$ cat src/ldsc_consts.vh
// Constants for the regulator state control register bank.
// Included by the bank module; holds definitions only.
`ifndef LDSC_CONSTS_VH
`define LDSC_CONSTS_VH
`define LDSC_ADDR_INTERNAL 8'h41
`define LDSC_ADDR_CORE18 8'h43
`define LDSC_ADDR_PANEL18 8'h46
`define LDSC_ADDR_RADIO18 8'h4C
`define LDSC_RST_INTERNAL 8'h07
`define LDSC_RST_CORE18 8'h3C
`define LDSC_RST_PANEL18 8'h24
`define LDSC_RST_RADIO18 8'h24
`define LDSC_RUN_MSB 2
`define LDSC_RUN_LSB 0
`define LDSC_EXIT_MSB 5
`define LDSC_EXIT_LSB 3
`define LDSC_ST_OFF 3'h4
`define LDSC_ST_LOWPWR 3'h5
`define LDSC_ST_ACTIVE 3'h6
`define LDSC_ST_ACTIVE_ALT 3'h7
`define LDSC_IDX_INTERNAL 2'h0
`define LDSC_IDX_CORE18 2'h1
`define LDSC_IDX_PANEL18 2'h2
`define LDSC_IDX_RADIO18 2'h3
`endif

$ cat src/ldsc_rail_ctrl.v
// Control registers for four regulator rails, standby-exit copy and
// the shared-rail supply steering. Assumes a host transport (outside)
// presents single-cycle byte reads and writes on core_clk.
//
// Operation
// - Run field: 4 off, 5 low, 6/7 active
// - Standby exit loads exit field into run field
// - Exit field 0..3 no copy, 4..7 copied
// - Registers read/write, documented reset defaults
// - Writing one rail never changes another
// - Discharge rail output when off or shutdown
// - Gps 1.3 V setting raises buck to 1.6 V
// - Radio rail: 1.2 V from buck, or 2.5 V
// - Gps rail: 1.8 V, or 1.3 V from buck
`include "ldsc_consts.vh"
module ldsc_rail_ctrl #(
  parameter NUM_RAILS = 4
) (
  input wire core_clk,
  input wire rstn,
  input wire ce,
  input wire [7:0] reg_addr,
  input wire reg_wr,
  input wire [7:0] reg_wdata,
  input wire reg_rd,
  output reg [7:0] reg_rdata,
  output reg reg_rvalid,
  input wire standby_exit_pin,
  input wire shutdown,
  input wire radio_sel_2v5,
  input wire gps_sel_1v3,
  output reg [NUM_RAILS-1:0] rail_enable,
  output reg [NUM_RAILS-1:0] rail_low_power,
  output reg [NUM_RAILS-1:0] rail_discharge,
  output reg dual_radio_from_buck,
  output reg dual_gps_from_buck,
  output reg buck_1v5_raise_1v6
);

  reg [5:0] ctl [0:NUM_RAILS-1];
  reg sync1;
  reg sync2;
  reg sync3;
  reg exit_level;
  reg [NUM_RAILS-1:0] next_enable;
  reg [NUM_RAILS-1:0] next_low_power;
  reg [NUM_RAILS-1:0] next_discharge;
  reg [2:0] dec;
  integer i;
  integer j;

  wire exit_agree = (sync2 == sync3);
  wire exit_rise = exit_agree & sync3 & ~exit_level;

  // Register address to rail index; bit 2 flags a hit
  function [2:0] addr_dec;
    input [7:0] a;
    begin
      case (a)
        `LDSC_ADDR_INTERNAL: addr_dec = {1'b1, `LDSC_IDX_INTERNAL};
        `LDSC_ADDR_CORE18: addr_dec = {1'b1, `LDSC_IDX_CORE18};
        `LDSC_ADDR_PANEL18: addr_dec = {1'b1, `LDSC_IDX_PANEL18};
        `LDSC_ADDR_RADIO18: addr_dec = {1'b1, `LDSC_IDX_RADIO18};
        default: addr_dec = 3'h0;
      endcase
    end
  endfunction

  // Reset value of a rail, stored bits only
  function [5:0] rst_val;
    input [1:0] idx;
    reg [7:0] v;
    begin
      case (idx)
        `LDSC_IDX_INTERNAL: v = `LDSC_RST_INTERNAL;
        `LDSC_IDX_CORE18: v = `LDSC_RST_CORE18;
        `LDSC_IDX_PANEL18: v = `LDSC_RST_PANEL18;
        default: v = `LDSC_RST_RADIO18;
      endcase
      rst_val = v[5:0];
    end
  endfunction

  // Run field to {enable, low power, discharge}; reserved acts as off
  function [2:0] run_decode;
    input [2:0] run;
    input down;
    begin
      case (run)
        `LDSC_ST_LOWPWR: run_decode = down ? 3'h1 : 3'h6;
        `LDSC_ST_ACTIVE: run_decode = down ? 3'h1 : 3'h4;
        `LDSC_ST_ACTIVE_ALT: run_decode = down ? 3'h1 : 3'h4;
        default: run_decode = 3'h1;
      endcase
    end
  endfunction

  wire [2:0] wr_hit = addr_dec(reg_addr);
  wire [2:0] rd_hit = addr_dec(reg_addr);

  // Standby-exit pin: three stages, level taken when last two agree
  always @(posedge core_clk) begin
    if (!rstn) begin
      sync1 <= 1'b0;
      sync2 <= 1'b0;
      sync3 <= 1'b0;
      exit_level <= 1'b0;
    end else if (ce) begin
      sync1 <= standby_exit_pin;
      sync2 <= sync1;
      sync3 <= sync2;
      if (exit_agree)
        exit_level <= sync3;
    end
  end

  // Host write of the same rail wins over a coincident exit copy
  always @(posedge core_clk) begin
    if (!rstn) begin
      for (i = 0; i < NUM_RAILS; i = i + 1)
        ctl[i] <= rst_val(i[1:0]);
    end else if (ce) begin
      for (i = 0; i < NUM_RAILS; i = i + 1) begin
        if (reg_wr && wr_hit[2] && wr_hit[1:0] == i[1:0]) begin
          ctl[i] <= reg_wdata[5:0];
        end else if (exit_rise && ctl[i][`LDSC_EXIT_MSB]) begin
          ctl[i][`LDSC_RUN_MSB:`LDSC_RUN_LSB] <=
            ctl[i][`LDSC_EXIT_MSB:`LDSC_EXIT_LSB];
        end
      end
    end
  end

  // Read port: one cycle latency, unmapped reads zero
  always @(posedge core_clk) begin
    if (!rstn) begin
      reg_rdata <= 8'h00;
      reg_rvalid <= 1'b0;
    end else if (ce) begin
      reg_rvalid <= reg_rd;
      if (reg_rd)
        reg_rdata <= rd_hit[2] ? {2'b00, ctl[rd_hit[1:0]]} : 8'h00;
    end
  end

  // Per-rail state decode from the run fields
  always @* begin
    next_enable = {NUM_RAILS{1'b0}};
    next_low_power = {NUM_RAILS{1'b0}};
    next_discharge = {NUM_RAILS{1'b1}};
    dec = 3'h1;
    for (j = 0; j < NUM_RAILS; j = j + 1) begin
      dec = run_decode(ctl[j][`LDSC_RUN_MSB:`LDSC_RUN_LSB], shutdown);
      next_enable[j] = dec[2];
      next_low_power[j] = dec[1];
      next_discharge[j] = dec[0];
    end
  end

  // Rail outputs registered
  always @(posedge core_clk) begin
    if (!rstn) begin
      rail_enable <= {NUM_RAILS{1'b0}};
      rail_low_power <= {NUM_RAILS{1'b0}};
      rail_discharge <= {NUM_RAILS{1'b1}};
      dual_radio_from_buck <= 1'b0;
      dual_gps_from_buck <= 1'b0;
      buck_1v5_raise_1v6 <= 1'b0;
    end else if (ce) begin
      rail_enable <= next_enable;
      rail_low_power <= next_low_power;
      rail_discharge <= next_discharge;
      dual_radio_from_buck <= ~radio_sel_2v5;
      dual_gps_from_buck <= gps_sel_1v3;
      buck_1v5_raise_1v6 <= gps_sel_1v3;
    end
  end

endmodule

$ cat config.mk
export PLATFORM = sky130hd
export DESIGN_NAME = ldsc_rail_ctrl
export DESIGN_NICKNAME = d
export VERILOG_FILES = /design/src/ldsc_rail_ctrl.v
export VERILOG_INCLUDE_DIRS = /design/src
export SDC_FILE = /design/constraint.sdc
export NUM_CORES = 1
export LEC_CHECK = 0
export BUFFER_PORTS_ARGS = -buffer_cell sky130_fd_sc_hd__buf_2
export CORE_MARGIN = 3
export CORE_UTILIZATION = 50
export DETAILED_ROUTE_END_ITERATION = 16
export GPL_TIMING_DRIVEN = 0
export PLACE_DENSITY = 0.74
export SETUP_SLACK_MARGIN = 0.5
export SYNTH_ARGS = -nofsm -noshare
export SYNTH_HDL_FRONTEND = slang
export SYNTH_SLANG_ARGS = --single-unit
$ cat constraint.sdc
create_clock -name core_clk -period 2.5 [get_ports core_clk]
set_clock_uncertainty 0.1 [all_clocks]
set_input_delay 0.25 -clock core_clk [delete_from_list [all_inputs] [get_ports core_clk]]
set_output_delay 0.25 -clock core_clk [all_outputs]
set_load 0.005 [all_outputs]
* Yosys cells after proc, flatten, opt, wreduce, memory -nomap -nowiden *
Memories as Yosys holds them, arrays and structs flattened.
Cells that the tools add are included.
Widths: inputs -> output; s select.

storage, ports and cells
  bits in registers = 27
  output and inout port bits = 24
  memory bits (writable) = 24
  memories kept = 1

cells by class
  reduce and logical (&&, ||, !) cells = 16
  bitwise gates (word level) = 12
  equality and inequality tests = 20
  multiplexer cells = 56

memories
  name  words  bits a word  rd ports  clocked after Yosys merged registers in  wr ports  line                 RTL
  ctl   4      6            5         0                                        4         ldsc_rail_ctrl.v:40  reg [5:0] ctl [0:NUM_RAILS-1];

operators by type and width
  cell                count
  $mux 6              8
  $mux 1              37
  $eq 3x3->1 const B  12
  $eq 8x7->1 const B  4
  $pmux 3 s2          4
  $mux 3              6
  $pmux 3 s4          1
  $logic_and 1x1->1   9
  $or 1x1->1          8
  $reduce_or 2->1     4
  $eq 2x2->1 const B  2
  $reduce_and 2->1    2
  $and 1x1->1         2
  $eq 2x1->1 const B  1
  $logic_not 2->1     1
  $not 1->1           2
  $eq 1x1->1          1

* Depth between registers and ports, before layout *
Gate-level depths: netlist of run 1.

  depth after elaboration = 10
  gate-level depth with buffers = 5
  mapped depth without buffers = 5

* Worst setup path after synthesis of run 1 *
No wires, ideal clock.

  kind = input port to flip-flop
  from = in reg_addr[5]
  to = mem ctl[1][0] (enable)
  path slack = 0.692 ns
  data arrival time = 1.406 ns
  stages = 4
  data required time = 2.098 ns
  buffers on the path = 0
  path through = nor4b_4 -> nand3_1 -> o21ai_0 -> or2_1

RTL lines
  item         line                 RTL
  from (decl)  ldsc_rail_ctrl.v:22  input wire [7:0] reg_addr,
  to (decl)    ldsc_rail_ctrl.v:40

==> reports/results.txt, run 1 <==
status: finished, final reports clean
Switching Share: 25.3%
GRT overflow: 0
syn_area_per_cell: 10.1 um2
synthesis warning total: 0
Logic pwr share: 10.0%
Initial Utilization: 52.7%
number of max-cap violations: 0
Synth Register Bits: 49
top-count cell post-synth: nor2_1
Via-to-Cell Ratio: 6.06
diodes inserted: 0
Final ANT Viol Nets: 0
Pre-Repair DR Iteration Count: 5
DR iter-0 viols: 122
static leakage: 1.05 nW
post-route cell area: 2710 um2
post-synthesis instance area: 2330 um2
row cnt: 24
register area share after synthesis: 52.5%
register area: 1220 um2
startpoint type of the worst setup path: input pin
Unique masters post-synth: 45
Mapped Cells: 231
Worst Path Max Fanout: 9
clock group share of total power: 31.1%
DP HPWL: 4.38 mm
Layout fillers: 406
Period Utilization, post-route: 74.0%
EDFF count, synth: 24
Flop pwr share: 58.9%
WS Path Type: in -> reg
CTS sink count: 49
hold-fix buffers at CTS: 0
critical path data required time: 2.42 ns
Crit. End Element: register
Int Power: 1.13 mW
multi-input logic area: 1030 um2
vias in the first global route: 1832
PwrDens: 556 nW/um2
Die Ht: 74.2 um
DIE WIDTH: 74.2 um
nets@finish: 309
CTS max path bufs: 2
TritonCTS clock tree: yes
vias post-DR: 2036
Reg clk slew, reported paths: 0.09 ns
max-slew violation count: 0
Sw Pwr: 0.382 mW
core area: 4410 um2
H-tree levels: 2
Worst-Skew Late Latency: 0.31 ns
Slew @ Worst Pin: 0.585 ns
wire per inst: 16.7 um
Worst slew margin: 61.0%
initial antenna violation count: 0
Critical Path AT: 1.77 ns
RD Place Congestion: 0.919
P&R area growth vs syn: 16.5%
Peak VDD IR: 321 uV
dpl cell area: 2620 um2
layout cells sized above 1: 22.9%
Hold WC Path Type: in -> reg
post-layout min period: 1.85 ns
RSZ-0062 raised after global routing: no
Synth Flop Type: dfxtp_1
synth cell count leaders: nor2_1 (30), dfxtp_1 (25), edfxtp_1 (24)
root buf cell: clkbuf_8
largest cells by area after synthesis: edfxtp_1 (31%), dfxtp_1 (22%), nor2_1 (4.8%)
DRC Markers: 0
final setup fails: 0
achievable frequency: 0.541 GHz
Yosys top cell by area: edfxtp_1
final hold violations: 0
Top Ports: 49
total CTS buffers: 5
Synth top area share: 31.0%
port bufs: 44
Async SR Flop Fraction: 0%
Fin Setup TNS: 0 ns
largest net degree at the start of global routing: 17
first-pass GRT wire length: 8.78 mm
total wire length: 5.61 mm
Total GRT Usage: 21.3%
die area: 5510 um2
timing repair:
action / in CTS / in global routing
gates resized for setup: 2 / 2
endpoints found under the setup margin: 6 / 6
hold endpoints to repair: 0 / 0
setup buffers: 0 / 0
stage by stage:
| step | worst slack [ns] | hold WS, ns | std cells | util [%] | power (mW) |
|---|---|---|---|---|---|
| 2_1_floorplan | 0.692 | 0.250 | 232 | - | 0.984 |
| 5_1_grt | 0.542 | 0.0219 | 336 | 61.4 | 1.57 |
| 4_1_cts | 0.584 | 0.0129 | 336 | 61.3 | 1.52 |
| 3_5_place_dp | 0.113 | 0.338 | 328 | 59.3 | 1.05 |
| 6_report | 0.651 | 0.0211 | 336 | 61.4 | 1.51 |
| 3_3_place_gp | 0.150 | 0.331 | 328 | 59.3 | 1.05 |
power groups by stage:
stage                     Clock (mW)  Sequential [mW]  Combinational [mW]
final                          0.469            0.887               0.151
after CTS                      0.479            0.887               0.150
after global routing           0.508            0.890               0.167
after global placement             0            0.904               0.147
after floorplan                    0            0.901              0.0832
after detailed placement           0            0.905               0.149
kinds of logic (layout without fill, tap and decap cells):
logic type | count (synthesis) | after routing | synth area share, %
other cells | 1 | 2 | 0.161
mux | 4 | 4 | 1.72
simple gates | 98 | 98 | 22.8
fa+ha+maj | 1 | 1 | 0.538
buf+inv | 17 | 69 | 3.39
xor+xnor | 2 | 2 | 0.753
flops | 49 | 49 | 52.5
compound gates | 59 | 59 | 18.1
layer usage:
| layer | routed length [um] | GRT usage [%] |
|---|---|---|
| met4 | 184 | 11.5 |
| met5 | 0 | 0 |
| met2 | 2700 | 33.1 |
| met1 | 2380 | 28.9 |
| met3 | 351 | 2.84 |
worst paths after layout:
kind,endpoint,slack (ns),start,depth (start not counted)
worst max-delay path,ctl[3][1]$_DFFE_PP_,0.65,reg_addr[5],5
worst min-delay path,dual_radio_from_buck$_SDFFE_PN0P_,0.02,radio_sel_2v5,2
worst max register to register,ctl[3][1]$_DFFE_PP_,0.76,sync2$_SDFFE_PN0P_,5
worst min register to register,rail_discharge[1]$_SDFFE_PN1P_,0.36,rail_discharge[1]$_SDFFE_PN1P_,1
cell type report:
| cell class | count | share of cell area, % |
|---|---|---|
| sequential | 49 | 45.0 |
| timing repair buffer | 44 | 8.12 |
| multi-input combinational | 166 | 38.2 |
| clock buffer | 5 | 2.54 |
| clock inverter | 3 | 0.831 |
| buffer | 13 | 2.35 |
| tap | 52 | 2.40 |
| inverter | 4 | 0.554 |
state kept, by name (all words and copies together), names as in the netlist:
signal,flops
ctl,24
reg_rdata,6
rail_discharge,4
rail_enable,4
rail_low_power,4
buck_1v5_raise_1v6,1
dual_radio_from_buck,1
exit_level,1
reg_rvalid,1
sync1,1
sync2,1
sync3,1
layout by cell type, fill, tap and decap left out, drive strengths merged, types with 2 or more instances in the layout:
master	count
buf	52
nor2	32
o21ai	11
a32o	2
nand2	17
nor3	4
a22oi	13
a311oi	4
a22o	10
nand3	9
mux2i	4
and2	7
nand2b	5
inv	4
clkinv	3
or2	3
nor2b	4
o22ai	3
a21o	3
a31oi	2
conb	2
nor4b	3
edfxtp	24
a21oi	6
clkbuf	10
or3	8
o31ai	3
dfxtp	25
worst max-delay path, cell delays in order:
cell and delay [ns]:
buf_2 0.12, nor4b_4 0.53, nand3_1 0.24, o21ai_1 0.40, or2_1 0.23
Note: power is estimated with default switching activity, not from simulation.
==> inputs of run 2 (changes only) <==
Settings changed: ABC_AREA set to 1, PLACE_DENSITY 0.74 to 0.76.
Clock period 2.5 ns to 1.5 ns, I/O delays scaled along.
==> reports/results.txt, run 2 <==
Top Ports: 49 (unchanged)
top flop regs: ctl: 24 flops, reg_rdata: 6 flops (unchanged)
nets@finish: 424 (was 309)
Cells after DPL: 421 (was 328)
port bufs: 43 (was 44)
WS Path Type: in -> reg (unchanged)
post-synthesis instance area: 2540 um2 (was 2330 um2)
most flop-heavy register: ctl (unchanged)
Buf+Inv Stages, Crit Path: 5 (was 1)
EDFF count, synth: 24 (unchanged)
root buf cell: clkbuf_8 (unchanged)
Layout fillers: 300 (was 406)
largest net degree at the start of global routing: 15 (was 17)
diodes inserted: 0 (unchanged)
r2r endpoint: ctl[0][0]$_SDFFCE_PN1P_ (was ctl[3][1]$_DFFE_PP_)
Hold EP: ctl[2][5]$_SDFFCE_PN1P_ (was dual_radio_from_buck$_SDFFE_PN0P_)
Worst Path Max Fanout: 4 (was 9)
DR iter-0 viols: 183 (was 122)
Sw Pwr: 0.699 mW (was 0.382 mW)
most used cell, CP: buf_6
Peak VDD IR: 641 uV (was 321 uV)
RSZ-0062 raised after global routing: yes (was no)
first-pass GRT wire length: 11.6 mm (was 8.78 mm)
register area share after synthesis: 48.0% (was 52.5%)
startpoint type of the worst setup path: input pin (unchanged)
critical-path cell list: buf_6, inv_4, nand2_4, nor2_8, buf_8, buf_6, nand4_1, nor2_2, nand2_2, buf_4, nand3_2 (was buf_2, nor4b_4, nand3_1, o21ai_1, or2_1)
Mapped Cells: 310 (was 231)
Reg clk slew, reported paths: 0.09 ns (about the same)
largest cells by area after synthesis: edfxtp_1 (28%), dfxtp_1 (20%), nand2_1 (11%) (was edfxtp_1 (31%), dfxtp_1 (22%), nor2_1 (4.8%))
clock group share of total power: 34.3% (was 31.1%)
status: finished, final reports clean (unchanged)
FF-to-FF path depth: 8 (was 5)
Worst-Skew Late Latency: 0.30 ns (was 0.31 ns)
worst hold start: reg_wdata[5] (was radio_sel_2v5)
Flop pwr share: 52.0% (was 58.9%)
post-route cell area: 3840 um2 (was 2710 um2)
launching point of the worst reg2reg path: sync2$_SDFFE_PN0P_ (unchanged)
initial antenna violation count: 0 (unchanged)
layout cells sized above 1: 52.1% (was 22.9%)
Place WS: -0.378 ns (was 0.113 ns)
total CTS buffers: 5 (unchanged)
Crit. End Element: register (unchanged)
row cnt: 25 (was 24)
max reg flops: 24 (unchanged)
RD Place Congestion: 0.918 (was 0.919)
commonest non-fill, non-tap cell in the layout: nand2_1 (was buf_2)
Die Ht: 77.3 um (was 74.2 um)
Int Power: 2.17 mW (was 1.13 mW)
P&R area growth vs syn: 51.0% (was 16.5%)
vias in the first global route: 2467 (was 1832)
post-layout min period: 1.49 ns
Logic pwr share: 13.7% (was 10.0%)
synthesis warning total: 0 (unchanged)
DIE WIDTH: 77.3 um (was 74.2 um)
H-tree levels: 2 (unchanged)
final hold violations: 0 (unchanged)
syn_area_per_cell: 8.20 um2 (was 10.1 um2)
Via-to-Cell Ratio: 5.50 (was 6.06)
core area: 4820 um2 (was 4410 um2)
Critical Path AT: 1.41 ns (was 1.77 ns)
die area: 5980 um2 (was 5510 um2)
Hold WC Path Type: in -> reg (unchanged)
achievable frequency: 0.671 GHz
Switching Share: 24.3% (was 25.3%)
Synth Register Bits: 49 (unchanged)
PwrDens: 748 nW/um2 (was 556 nW/um2)
delay-heaviest family, CP: simple AND/OR/NAND/NOR gates (unchanged)
Post-Layout Cell Count: 466 (was 336)
TritonCTS clock tree: yes (unchanged)
most frequent cells in the layout: nand2_1 (61), buf_2 (34), buf_4 (24), edfxtp_1 (24), dfxtp_2 (23) (was buf_2 (47), nor2_1 (30), dfxtp_1 (25), edfxtp_1 (24), nand2_1 (17))
hold depth: 3 (was 2)
max-slew violation count: 0 (unchanged)
Async SR Flop Fraction: 0% (unchanged)
Synth top area share: 28.3% (was 31.0%)
Pre-Repair DR Iteration Count: 7 (was 5)
Period Utilization, post-route: 99.4%
Synth Flop Type: dfxtp_1 (unchanged)
DRC Markers: 0 (unchanged)
Final ANT Viol Nets: 0 (unchanged)
Initial Utilization: 52.8% (was 52.7%)
static leakage: 1.68 nW (was 1.05 nW)
CTS max path bufs: 2 (unchanged)
wire per inst: 16.4 um (was 16.7 um)
Unique masters post-synth: 36 (was 45)
flop2flop setup slack: 0.04 ns (was 0.76 ns)
Total GRT Usage: 24.7% (was 21.3%)
final setup fails: 0 (unchanged)
vias post-DR: 2562 (was 2036)
number of max-cap violations: 0 (unchanged)
total wire length: 7.64 mm (was 5.61 mm)
Crit path largest cell delay: 0.23 ns (was 0.53 ns)
dpl cell area: 2970 um2 (was 2620 um2)
Min Hold Slack: 0.0610 ns (was 0.0211 ns)
GRT overflow: 0 (unchanged)
DP HPWL: 4.55 mm (was 4.38 mm)
Yosys top cell by area: edfxtp_1 (unchanged)
CTS sink count: 49 (unchanged)
top-count cell post-synth: nand2_1 (was nor2_1)
setup ws final: 0.00952 ns (was 0.651 ns)
synth cell count leaders: nand2_1 (76), inv_1 (31), nor2_1 (31) (was nor2_1 (30), dfxtp_1 (25), edfxtp_1 (24))
critical path data required time: 1.42 ns (was 2.42 ns)
Crit-path slowest cell: nor2_2 (was nor4b_4)
-- run 2: cells by family after synthesis --
logic type | Yosys count | synth area share, %
AO/OA/AOI/OAI | 42 | 9.65
adder cells (fa/ha/maj) | 1 | 0.492
buffers and inverters | 49 | 8.86
flip-flops | 49 | 48.0
other | 1 | 0.147
AND/OR/NAND/NOR | 168 | 32.8
-- run 2: power by group through the flow --
| stage | clock network, mW | registers, mW | logic [mW] |
|---|---|---|---|
| floorplan | 0 | 1.51 | 0.179 |
| global placement | 0 | 1.51 | 0.279 |
| detailed placement | 0 | 1.51 | 0.286 |
| CTS | 0.985 | 1.49 | 0.349 |
| global route | 1.05 | 1.50 | 0.425 |
| finish | 0.984 | 1.49 | 0.393 |
-- run 2: worst register-to-register path: cells and delay by family, from the launching register on --
| kind | cells | cell delay, ns |
|---|---|---|
| buf+inv | 2 | 0.09 |
| fa+ha+maj | 1 | 0.13 |
| compound gates | 1 | 0.13 |
| simple gates | 4 | 0.41 |
| flops | 1 | 0.37 |
-- run 2: stage by stage --
step / setup TNS (ns) / util, % / total power, mW
finish: 0 / 79.7 / 2.87
global placement: -10.0 / 61.7 / 1.79
floorplan: -0.00265 / - / 1.69
detailed placement: -11.45 / 61.7 / 1.80
CTS: 0 / 74.5 / 2.82
global route: -0.0590 / 79.7 / 2.97
-- run 2: repair_timing --
item | in CTS | in global routing
pin swaps | 26 | 24
buffers inserted | 23 | 10
resized for setup | 72 | 52
setup endpoints to repair | 74 | 89
endpoints found under the hold margin | 3 | 0
cloned | 1 | 0
hold buffers | 3 | 0
-- run 2: final cells by class --
class / count / area (um2) / area share (%)
Timing Repair Buffer: 80 / 663 / 17.3
Inverter: 36 / 178 / 4.63
Clock buffer: 7 / 86.3 / 2.25
Clock inverter: 1 / 30.0 / 0.782
Tap cell: 67 / 83.8 / 2.18
Sequential cell: 49 / 1250 / 32.6
Multi-Input combinational cell: 213 / 1430 / 37.2
Buffer: 13 / 119 / 3.10
-- run 2: how the worst max path moves through the flow --
stage	from	to	slack (ns)	cells past startpoint
floorplan	reg_addr[7]	ctl[0][3]$_SDFFCE_PN0P_	-0.0009	9
global placement	reg_addr[7]	ctl[0][5]$_SDFFCE_PN0P_	-0.35	10
detailed placement	reg_addr[7]	ctl[0][3]$_SDFFCE_PN0P_	-0.38	10
CTS	sync2$_SDFFE_PN0P_	ctl[2][0]$_SDFFCE_PN0P_	0.07	8
global route	sync2$_SDFFE_PN0P_	ctl[0][0]$_SDFFCE_PN1P_	-0.04	8
finish	reg_addr[5]	ctl[3][2]$_DFFE_PP_	0.01	11
-- run 2: metal layers --
| metal | routed length [um] | track usage, % | vias to the layer above |
|---|---|---|---|
| li1 | - | - | 1185 |
| met1 | 3020 | 30.5 | 1202 |
| met2 | 3840 | 41.6 | 151 |
| met3 | 574 | 4.46 | 24 |
| met4 | 204 | 11.4 | 0 |
| met5 | 0 | 0 | - |
